$ cat src/hdl/slss_consts.svh
`ifndef SLSS_CONSTS_SVH
`define SLSS_CONSTS_SVH
// command-error threshold past the detection point, in position counts
`define SLSS_OVERRUN_LIMIT    32'sh0000001E
// input function codes for the pin assignment settings
`define SLSS_FN_FWD_END       8'h0A
`define SLSS_FN_REV_END       8'h0B
`define SLSS_FN_PROX_DOG      8'h22
// status word bit that reports an active travel end
`define SLSS_STATUS_LIMIT_BIT 12
`define SLSS_POS_ZERO         32'sh00000000
`define SLSS_STATUS_ZERO      16'h0000
`endif

$ cat src/hdl/slss_pkg.sv
package slss_pkg;
    typedef logic signed [31:0] slss_pos_t;
    typedef logic [15:0] slss_status_t;
    // control modes of the controller
    typedef enum logic [2:0] {
        SLSS_MODE_CSP = 3'h0,
        SLSS_MODE_CSV = 3'h1,
        SLSS_MODE_PP  = 3'h2,
        SLSS_MODE_PV  = 3'h3,
        SLSS_MODE_PT  = 3'h4,
        SLSS_MODE_JOG = 3'h5,
        SLSS_MODE_HM  = 3'h6
    } slss_mode_t;
    // controller recovery states, gray along the usual path
    typedef enum logic [1:0] {
        SLSS_RUN    = 2'b00,
        SLSS_FOLLOW = 2'b01,
        SLSS_CHECK  = 2'b11,
        SLSS_BACK   = 2'b10
    } slss_rec_t;
endpackage

$ cat src/hdl/slss_if.sv
`timescale 1ns/1ns
interface slss_if;
    import slss_pkg::*;
    slss_mode_t   mode;               // control mode in force
    slss_pos_t    target_pos;         // cyclic position command
    slss_pos_t    target_vel;         // cyclic velocity command
    logic         ctrl_upper_limit_in; // controller limit, high = clear
    logic         ctrl_lower_limit_in; // controller limit, high = clear
    slss_status_t status_word;        // device status word
    slss_pos_t    actual_pos;         // device actual position
    logic         homing_done;        // controller finished homing
    logic         home_valid;         // device holds a home position
    modport dev  (input mode, target_pos, target_vel, ctrl_upper_limit_in,
                  ctrl_lower_limit_in, homing_done,
                  output status_word, actual_pos, home_valid);
    modport ctrl (output mode, target_pos, target_vel, ctrl_upper_limit_in,
                  ctrl_lower_limit_in, homing_done,
                  input status_word, actual_pos, home_valid);
endinterface

$ cat src/hdl/slss_device.sv
`timescale 1ns/1ns
`include "slss_consts.svh"
// Summary of operation
// - stop motor when any limit input goes off
// - controller freezes position command at travel end
// - command error when csp overrun exceeds thirty counts
// - command error erases the home position
// - erased output follows alarm when selected
// - controller flags need_homing after erased home
// - csp: follow actual, check bit, then reverse
// - csv: check bit, then reverse velocity
// - profile position: target opposite the limit
// - table and jog: move opposite the limit
// - warning select enables or hides limit warning
// - auto-on forces travel-end inputs on
// - three pins map to selectable input functions
// - scope setting limits switches to homing
// - source setting picks pins or controller
// - pole setting suppresses limits during detection
// - direction setting swaps upper and lower pin reports

// the limit inputs and the reported limits are high while clear, so a
// broken wire reads as a reached end and stops the motor
// all settings are static levels; nothing here is reached over a bus
module slss_device #(
    parameter int PINS = 3 // number of assignable input pins
) (
    input  wire logic              clk,
    input  wire logic              reset_n,
    slss_if.dev                    link,
    input  wire logic [PINS-1:0]   input_pin,            // raw pins, high = on
    input  wire logic [7:0]        input_map_a,          // function on pin 0
    input  wire logic [7:0]        input_map_b,          // function on pin 1
    input  wire logic [7:0]        input_map_c,          // function on pin 2
    input  wire logic              limit_warning_select, // 1 hides warning
    input  wire logic              travel_end_auto_on,   // 1 forces ends on
    input  wire logic              limit_enable_scope,   // 1 homing only
    input  wire logic              sensor_source_select, // 1 controller signals
    input  wire logic              erased_output_select, // 1 drives erased out
    input  wire logic              pole_detect_limit_select, // 1 off in pole detect
    input  wire logic              pole_detect_active,   // pole detection running
    input  wire logic              travel_direction_select,
    input  wire slss_pkg::slss_pos_t motor_pos,          // measured position
    output logic                   motor_stop,           // stop request
    output logic                   upper_travel_limit,   // reported, high = clear
    output logic                   lower_travel_limit,   // reported, high = clear
    output logic                   travel_limit_warning,
    output logic                   command_error_alarm,
    output logic                   position_erased_out,
    output logic                   home_proximity        // dog input, high = on
);
    import slss_pkg::*;

    // synchroniser stages, one bit per pin
    logic [PINS-1:0] sync_a;        // first stage, read only by sync_b
    logic [PINS-1:0] sync_b;        // stable pin samples
    logic [PINS-1:0] next_sync_a;
    logic [PINS-1:0] next_sync_b;
    // pin functions and their decoded, synchronised levels
    logic [7:0]      pin_fn [PINS]; // function assigned to each pin
    logic [PINS-1:0] is_fwd, is_rev, is_dog;
    logic            fwd_travel_end, rev_travel_end; // high = clear
    // limit view after source, direction and scope are applied
    logic            upper_ok, lower_ok, limits_live, hit;
    // held state: alarm, home, detection point and erased flag
    logic            alarm, next_alarm;
    logic            home, next_home;
    logic            latched, next_latched;          // detection point held
    slss_pos_t       det_pos, next_det_pos;
    logic            erased, next_erased;

    // pin assignment: each pin carries whatever function its map names;
    // a code that matches no limit or dog function leaves the pin unused,
    // and two pins given the same function are simply or-ed together
    assign pin_fn[0] = input_map_a;
    assign pin_fn[1] = input_map_b;
    assign pin_fn[2] = input_map_c;

    // two-flop synchroniser per pin
    // the pins come straight from field switches, so a sample taken mid-change
    // could resolve differently in two places; only the second stage is read
    // reset clears both stages, so the ends read off and the motor is held
    // stopped for the two edges it takes the real pin levels to arrive
    always_comb begin
        next_sync_a = input_pin;
        next_sync_b = sync_a;
    end
    // register the synchroniser stages
    always_ff @(posedge clk or negedge reset_n) begin
        if (!reset_n) begin
            sync_a <= '0;
            sync_b <= '0;
        end else begin
            sync_a <= next_sync_a;
            sync_b <= next_sync_b;
        end
    end

    // function decode per pin
    // one compare per pin and function; the decode sits after the
    // synchroniser so a change of map never meets a raw, unsettled pin
    // a set bit means the function is asserted on that pin
    genvar g;
    generate
        for (g = 0; g < PINS; g++) begin : g_pin
            assign is_fwd[g] = (pin_fn[g] == `SLSS_FN_FWD_END) && sync_b[g];
            assign is_rev[g] = (pin_fn[g] == `SLSS_FN_REV_END) && sync_b[g];
            assign is_dog[g] = (pin_fn[g] == `SLSS_FN_PROX_DOG) && sync_b[g];
        end
    endgenerate

    // limit evaluation; an unassigned end reads as off, which fails safe
    // auto-on overrides the pins for machines with no travel limit at all
    // the controller source bypasses both the pins and the direction swap,
    // since the controller already names its limits by address direction
    // limits_live gates hit, and with it the stop, warning and status bit, but not
    // the reported levels, so those still show an open switch while it is ignored
    // the pole setting only matters while a pole detection run is active
    always_comb begin
        fwd_travel_end = travel_end_auto_on | (|is_fwd);
        rev_travel_end = travel_end_auto_on | (|is_rev);
        if (sensor_source_select) begin
            upper_ok = link.ctrl_upper_limit_in;
            lower_ok = link.ctrl_lower_limit_in;
        end else if (travel_direction_select) begin
            upper_ok = rev_travel_end;
            lower_ok = fwd_travel_end;
        end else begin
            upper_ok = fwd_travel_end;
            lower_ok = rev_travel_end;
        end
        // scope and pole detection can each take the limits out of play
        limits_live = (!limit_enable_scope || link.mode == SLSS_MODE_HM)
                   && !(pole_detect_active && pole_detect_limit_select);
        // either reported level low is a reached end
        hit = limits_live && !(upper_ok && lower_ok);
    end

    // alarm, home and detection point
    // latched trails hit by one edge and drives the status bit the
    // controller watches; the detection point is captured on the first
    // cycle of a hit and kept while the hit lasts
    // the overrun test is two-sided, since either end can be the one hit;
    // an overrun outranks a homing pulse in the same cycle, so the alarm
    // and the loss of home are never dropped by a late homing report
    always_comb begin
        next_latched = hit;
        next_det_pos = det_pos;
        next_alarm   = alarm;
        next_home    = home;
        next_erased  = erased;
        if (hit && !latched) begin
            next_det_pos = motor_pos; // point where the end was seen
        end
        // overrun beyond the detection point in csp only
        // other modes move by profile, so no frozen command is owed there
        if (latched && link.mode == SLSS_MODE_CSP &&
            ((link.target_pos - det_pos > `SLSS_OVERRUN_LIMIT) ||
             (det_pos - link.target_pos > `SLSS_OVERRUN_LIMIT))) begin
            next_alarm  = 1'b1;
            next_home   = 1'b0;
            next_erased = erased_output_select;
        end else if (link.homing_done) begin
            next_alarm  = 1'b0;
            next_home   = 1'b1;
            next_erased = 1'b0;
        end
    end
    // state registers; reset leaves no home, so homing is needed after
    // every reset before absolute positioning can be trusted
    // the detection point resets to zero but is only read while latched
    always_ff @(posedge clk or negedge reset_n) begin
        if (!reset_n) begin
            latched <= 1'b0;
            det_pos <= `SLSS_POS_ZERO;
            alarm   <= 1'b0;
            home    <= 1'b0;
            erased  <= 1'b0;
        end else begin
            latched <= next_latched;
            det_pos <= next_det_pos;
            alarm   <= next_alarm;
            home    <= next_home;
            erased  <= next_erased;
        end
    end

    // outputs; stop stays even with the warning hidden
    // the stop request also holds through a command error, so a motor
    // whose home was erased does not move again until homing has run
    // the reported limits are the mapped levels, or the controller levels under the controller source, high while clear
    // the dog is forced low under the controller source, as no
    // controller-side dog signal is carried on the link
    // the status word carries only the travel-end bit; others read zero
    // actual position is passed through unchanged for the follow step
    always_comb begin
        motor_stop           = hit || alarm;
        travel_limit_warning = hit && !limit_warning_select;
        command_error_alarm  = alarm;
        position_erased_out  = erased;
        upper_travel_limit   = upper_ok;
        lower_travel_limit   = lower_ok;
        home_proximity       = sensor_source_select ? 1'b0 : (|is_dog);
        link.status_word     = `SLSS_STATUS_ZERO;
        link.status_word[`SLSS_STATUS_LIMIT_BIT] = latched;
        link.actual_pos      = motor_pos;
        link.home_valid      = home;
    end
endmodule // slss_device

$ cat src/flat_wrapper.sv
// flat-port wrapper written by rule: the top's interface ports become plain ports
module slss_device_flat import slss_pkg::*;
#(
    parameter int PINS = 3                                   
)
  (clk, reset_n, input_pin, input_map_a, input_map_b, input_map_c, limit_warning_select, travel_end_auto_on, limit_enable_scope, sensor_source_select, erased_output_select, pole_detect_limit_select, pole_detect_active, travel_direction_select, motor_pos, motor_stop, upper_travel_limit, lower_travel_limit, travel_limit_warning, command_error_alarm, position_erased_out, home_proximity, link_mode, link_target_pos, link_target_vel, link_ctrl_upper_limit_in, link_ctrl_lower_limit_in, link_homing_done, link_status_word, link_actual_pos, link_home_valid);
  slss_if link_i ();
  input  wire logic clk;
  input  wire logic reset_n;
  input  wire logic [PINS-1:0] input_pin;
  input  wire logic [7:0] input_map_a;
  input  wire logic [7:0] input_map_b;
  input  wire logic [7:0] input_map_c;
  input  wire logic limit_warning_select;
  input  wire logic travel_end_auto_on;
  input  wire logic limit_enable_scope;
  input  wire logic sensor_source_select;
  input  wire logic erased_output_select;
  input  wire logic pole_detect_limit_select;
  input  wire logic pole_detect_active;
  input  wire logic travel_direction_select;
  input  wire slss_pkg::slss_pos_t motor_pos;
  output logic motor_stop;
  output logic upper_travel_limit;
  output logic lower_travel_limit;
  output logic travel_limit_warning;
  output logic command_error_alarm;
  output logic position_erased_out;
  output logic home_proximity;
  input wire logic [$bits(link_i.mode)-1:0] link_mode;
  input wire logic [$bits(link_i.target_pos)-1:0] link_target_pos;
  input wire logic [$bits(link_i.target_vel)-1:0] link_target_vel;
  input wire logic [$bits(link_i.ctrl_upper_limit_in)-1:0] link_ctrl_upper_limit_in;
  input wire logic [$bits(link_i.ctrl_lower_limit_in)-1:0] link_ctrl_lower_limit_in;
  input wire logic [$bits(link_i.homing_done)-1:0] link_homing_done;
  output wire logic [$bits(link_i.status_word)-1:0] link_status_word;
  output wire logic [$bits(link_i.actual_pos)-1:0] link_actual_pos;
  output wire logic [$bits(link_i.home_valid)-1:0] link_home_valid;
  assign link_i.mode = link_mode;
  assign link_i.target_pos = link_target_pos;
  assign link_i.target_vel = link_target_vel;
  assign link_i.ctrl_upper_limit_in = link_ctrl_upper_limit_in;
  assign link_i.ctrl_lower_limit_in = link_ctrl_lower_limit_in;
  assign link_i.homing_done = link_homing_done;
  assign link_status_word = link_i.status_word;
  assign link_actual_pos = link_i.actual_pos;
  assign link_home_valid = link_i.home_valid;
  slss_device #(.PINS(PINS)) u_core (.clk(clk), .reset_n(reset_n), .link(link_i), .input_pin(input_pin), .input_map_a(input_map_a), .input_map_b(input_map_b), .input_map_c(input_map_c), .limit_warning_select(limit_warning_select), .travel_end_auto_on(travel_end_auto_on), .limit_enable_scope(limit_enable_scope), .sensor_source_select(sensor_source_select), .erased_output_select(erased_output_select), .pole_detect_limit_select(pole_detect_limit_select), .pole_detect_active(pole_detect_active), .travel_direction_select(travel_direction_select), .motor_pos(motor_pos), .motor_stop(motor_stop), .upper_travel_limit(upper_travel_limit), .lower_travel_limit(lower_travel_limit), .travel_limit_warning(travel_limit_warning), .command_error_alarm(command_error_alarm), .position_erased_out(position_erased_out), .home_proximity(home_proximity));
endmodule
$ cat config.mk
export PLATFORM = sky130hd
export DESIGN_NAME = slss_device_flat
export DESIGN_NICKNAME = d
export VERILOG_FILES = /design/src/hdl/slss_pkg.sv /design/src/hdl/slss_if.sv /design/src/hdl/slss_device.sv /design/src/flat_wrapper.sv
export VERILOG_INCLUDE_DIRS = /design/src /design/src/hdl
export SDC_FILE = /design/constraint.sdc
export NUM_CORES = 1
export LEC_CHECK = 0
export BUFFER_PORTS_ARGS = -buffer_cell sky130_fd_sc_hd__clkbuf_2
export CAP_MARGIN = 20
export CORE_AREA = 2 2 105 107
export CTS_CLUSTER_SIZE = 24
export DETAILED_ROUTE_END_ITERATION = 8
export DIE_AREA = 0 0 107 109
export PLACE_DENSITY = 0.88
export SLEW_MARGIN = 0
export SYNTH_ARGS = -nofsm -noshare
export SYNTH_HDL_FRONTEND = slang
export SYNTH_SLANG_ARGS = --single-unit
$ cat constraint.sdc
create_clock -name clk -period 10.3 [get_ports clk]
set_clock_uncertainty 0.1 [all_clocks]
set_input_delay 2.06 -clock clk [delete_from_list [all_inputs] [get_ports clk]]
set_output_delay 2.06 -clock clk [all_outputs]
set_load 0.005 [all_outputs]
; Word level (Yosys, flattened, before mapping)
; Cells that the tools add are included.
; W data, S select, Z words.
[classes]
add_sub_neg = 2
n_mul = 0
div = 0
n_lt_le_gt_ge = 2
eq_ne = 10
n_shift = 0
mux = 10
n_bitwise = 2
n_reduce_logical = 30
[op_table]
columns = op, count
row1 = $gt A32 B6 Y1 const B, 2
row2 = $sub A32 B32 Y32, 2
row3 = $eq A8 B4 Y1 const B, 6
row4 = $eq A8 B6 Y1 const B, 3
row5 = $logic_and A1 B1 Y1, 17
row6 = $mux W1, 10
row7 = $reduce_or A3 Y1, 3
row8 = $logic_not A1 Y1, 5
row9 = $eq A3 B3 Y1 const B, 1
row10 = $logic_not A3 Y1, 1
row11 = $logic_or A1 B1 Y1, 3
row12 = $or A1 B1 Y1, 2
row13 = $reduce_bool A2 Y1, 1
[totals]
regBits = 42
latch_bits = 0
ramBits = 0
rom_bits = 0
elab_cells = 63
n_memories = 0

; Logic depth before layout (Yosys ltp)
[logic_depth]
word_depth = 10
depth_mapped = 15
depth_no_buf = 15

; Worst setup path after synthesis
; OpenSTA, ideal clock, no wires.
[synth_timing]
kind = input port to output port
start = input input_map_a[4]
end = output travel_limit_warning
arrival_ps = 3372
t_required_ps = 8140
path_slack_ps = 4768
cell_stages = 8
path_cell_list = nor3_1 and3b_1 nand4_1 o21ai_0 or3_1 nor2b_1 a221oi_1 nor2b_1
[synth_via]
elab_chain_len = 10
[synth_lines]
columns = item, line
row1 = from (decl), flat_wrapper.sv:11  ; input wire logic [7:0] input_map_a;
row2 = $eq A8 B4 Y1 (no source line), n/a
row3 = $logic_and A1 B1 Y1 (on tied branches), "slss_device.sv:106, slss_device.sv:107"
row4 = $reduce_or A3 Y1 (on tied branches), "slss_device.sv:120, slss_device.sv:121"
row5 = $or A1 B1 Y1 (on tied branches), "slss_device.sv:120, slss_device.sv:121"
row6 = $mux W1, slss_device.sv:125  ; end else if (travel_direction_select) begin
row7 = $mux W1, slss_device.sv:122  ; if (sensor_source_select) begin
row8 = $logic_and A1 B1 Y1 *, slss_device.sv:136  ; hit = limits_live && !(upper_ok && lower_ok);
row9 = $logic_not A1 Y1 *, slss_device.sv:136
row10 = $logic_and A1 B1 Y1 *, slss_device.sv:136
row11 = via u_core.hit, slss_device.sv:64  ; logic upper_ok, lower_ok, limits_live, hit;
row12 = $logic_and A1 B1 Y1 *, slss_device.sv:198  ; travel_limit_warning = hit && !limit_warning_select;
row13 = to (decl), flat_wrapper.sv:26  ; output logic travel_limit_warning;
; The timed path passes the listed nets; every way through them passes the cells marked *.

; Worst setup path after layout
[layout_timing]
start = input input_map_a[7]
end = output travel_limit_warning
; Same word-level chain as after synthesis.

==> flow_summary.json <==
{
  "outcome": "completed",
  "power.leakage_nw": 3.147,
  "crit_type": "input port to output port",
  "drt_pre_antenna_iters": 5,
  "worst_pin_slew_ns": 0.6244,
  "drt_iter0_markers": 481,
  "hp-class": "flip-flop to flip-flop",
  "slowest_delay_ns": 0.41,
  "worstPathMaxFanout": 4,
  "drc_errors": 0,
  "synthTopCellsByArea": "dfrtp_1 (18%), ha_1 (13%), o21ai_0 (6.3%), buf_4 (6.2%), a21oi_1 (5.4%)",
  "nets": 1070,
  "synth_top_family_by_area": "compound AO/OA/AOI/OAI gates",
  "final_util_pct": 60.40,
  "clk_latency_ns": 0.31,
  "grt-ovfl-total": 0,
  "grt_pass1_vias": 5275,
  "cp_cell_sequence": "clkbuf_2, nor3_1, and3b_1, nand4_1, o21ai_0, or3_1, nor2b_1, a221oi_1, nor2b_1, clkbuf_2",
  "synthCells": 783,
  "totalWireLength_um": 14980,
  "synthAdderAreaFrac_pct": 13.99,
  "setup_viol": 0,
  "synthXorXnorAreaFrac_pct": 6.306,
  "track_usage_pct": 24.98,
  "num_antenna_cells": 0,
  "cts.htree.levels": 2,
  "ys_seq_area_share_pct": 18.02,
  "power_density_nw_per_um2": 161.4,
  "postCtsHoldBufs": 0,
  "ys_ff_latch": 42,
  "globalplace.congestion": 0.9815,
  "row_count": 38,
  "max_cap_violations": 0,
  "yosys.area.top_type_share_pct": 18.02,
  "place_area_um2": 6290,
  "synth_commonest_cells": "nand2_1 (79), inv_1 (75), o21ai_0 (73)",
  "numCtsBuffers": 5,
  "cts.path.max_buffers": 2,
  "synthMuxAreaShare_pct": 1.609,
  "setup_slack_ns": 4.401,
  "hpwl_um": 11860,
  "synth_edf_count": 0,
  "end_kind": "output port",
  "ios": 195,
  "rsz0062_at_grt": "false",
  "routedWlPerCell_um": 14.87,
  "vias": 5926,
  "slew_violations": 0,
  "max_freq_mhz": 169.5,
  "core_area_um2": 10600,
  "syn2layout_area_growth_pct": 9.781,
  "post-route-min-period_ns": 5.899,
  "cts_tree": "built",
  "dp_slack_ns": 4.138,
  "post-synth-top-count-cell": "nand2_1",
  "grt_pass1_wl_um": 24100,
  "initial_core_util_pct": 55.02,
  "synth.cell_area_um2": 5833,
  "synth-simple-area-share_pct": 19.50,
  "drive_above_1_share_pct": 20.51,
  "clkTransAtPathRegs_ns": 0.09,
  "critPathRequiredTime_ns": 8.14,
  "period_share_pct": 57.27,
  "synth_compound_area_share_pct": 26.75,
  "slowest_stage": "a221oi_1",
  "drtAntennaViolNets": 0,
  "cts-root-buf": "clkbuf_8",
  "clkSinkCount": 42,
  "cts_resized": 0,
  "portBuffers": 147,
  "synthFlopType": "dfrtp_1",
  "async_flop_share_pct": 100.0,
  "post-synth-top-area-cell": "dfrtp_1",
  "cts_setup_buffers": 0,
  "design_area_um2": 6404,
  "antenna_found_initial": 0,
  "die_x_um": 107,
  "grt_max_degree": 64,
  "slew_headroom_pct": 58.05,
  "irDropWorstVdd_mv": 0.07676,
  "hold_viol": 0,
  "setup_tns_ns": 0,
  "yosys_warnings": 0,
  "die_area_um2": 11660,
  "routed_via_density": 5.879,
  "die_y_um": 109,
  "start_kind": "input port",
  "worstPathArrival_ns": 3.74,
  "syn_area_per_cell_um2": 7.450,
  "ys_types": 78
}
## registers in the layout, summed over array words and instances, names as in the netlist
register and cells:
u_core.latched 1, u_core.position_erased_out 1, u_core.next_sync_b 3, u_core.sync_b 3, u_core.det_pos 32, u_core.link.home_valid 1, u_core.command_error_alarm 1
## per-layer routing
layer	track usage, %	vias up	part of all wire [%]
met3	2.750	39	7.0
met1	34.16	2754	43
met2	41.99	269	48
met4	6.865	0	2.1
met5	0	-	0
li1	-	2864	-
## stage by stage
| stage | hold WS, ns | power [mW] | instances |
|---|---|---|---|
| finish | 0.2557 | 1.034 | 1008 |
| global route | 0.2716 | 1.112 | 1008 |
| CTS | 0.2573 | 1.016 | 1007 |
| detailed placement | 0.2347 | 0.8915 | 999 |
| global placement | 0.2317 | 0.8802 | 999 |
| floorplan | 0.2312 | 0.7414 | 797 |
## placed cells by master (no fill, tap or decap), types with 17 or more instances in the layout
cell type / Yosys / final
a21o_1: 20 / 20
clkbuf_2: 0 / 147
xnor2_1: 20 / 20
xor2_1: 22 / 22
nand4_1: 19 / 19
ha_1: 62 / 62
inv_1: 75 / 75
o21ai_0: 73 / 73
nand3_1: 17 / 17
a21oi_1: 63 / 63
nor2_1: 34 / 34
dfrtp_1: 42 / 42
nand2_1: 79 / 79
## area by class of cell
cell class              instances  area (um^2)
fillers                      1006         4199
multi-input cells             594         4039
flip-flops and latches         42         1051
repair buffers                149        763.2
inverters                      75        281.5
well taps                     140        175.2
clock buffers                   5        68.82
clock inverters                 3        25.02
## cells by family after synthesis
logic type	Yosys count
buffers and inverters	161
and+or+nand+nor	222
muxes	9
xor gates and xnor gates	42
DFF	42
other	1
adders and majority gates	64
AOI/OAI and AO/OA	242
## worst paths after layout
kind / startpoint / endpoint / slack, ns / cells after the start
worst max-delay path: input_map_a[7] / travel_limit_warning / 4.40 / 10
worst min-delay path: u_core.next_sync_b[2] / u_core.sync_b[2] / 0.26 / 0
worst max register to register: u_core.det_pos[0] / u_core.position_erased_out / 5.87 / 15
worst min register to register: u_core.next_sync_b[2] / u_core.sync_b[2] / 0.26 / 0
max in group asynchronous: reset_n / u_core.latched / 8.02 / 2
min in group asynchronous: reset_n / u_core.det_pos[7] / 1.58 / 1
## critical path, delay by kind of cell
kind | cells | cell delay [ns]
and+or+nand+nor | 6 | 0.99
AOI/OAI and AO/OA | 2 | 0.48
buffers and inverters | 2 | 0.20
## where the power goes
part	internal, mW	leakage [nW]	switching (mW)
Sequential	0.196	0.512	0.0184
Clock	0.0491	0.0447	0.0688
Combinational	0.270	2.59	0.432
Total	0.515	3.15	0.519
Note: power is estimated with default switching activity, not from simulation.
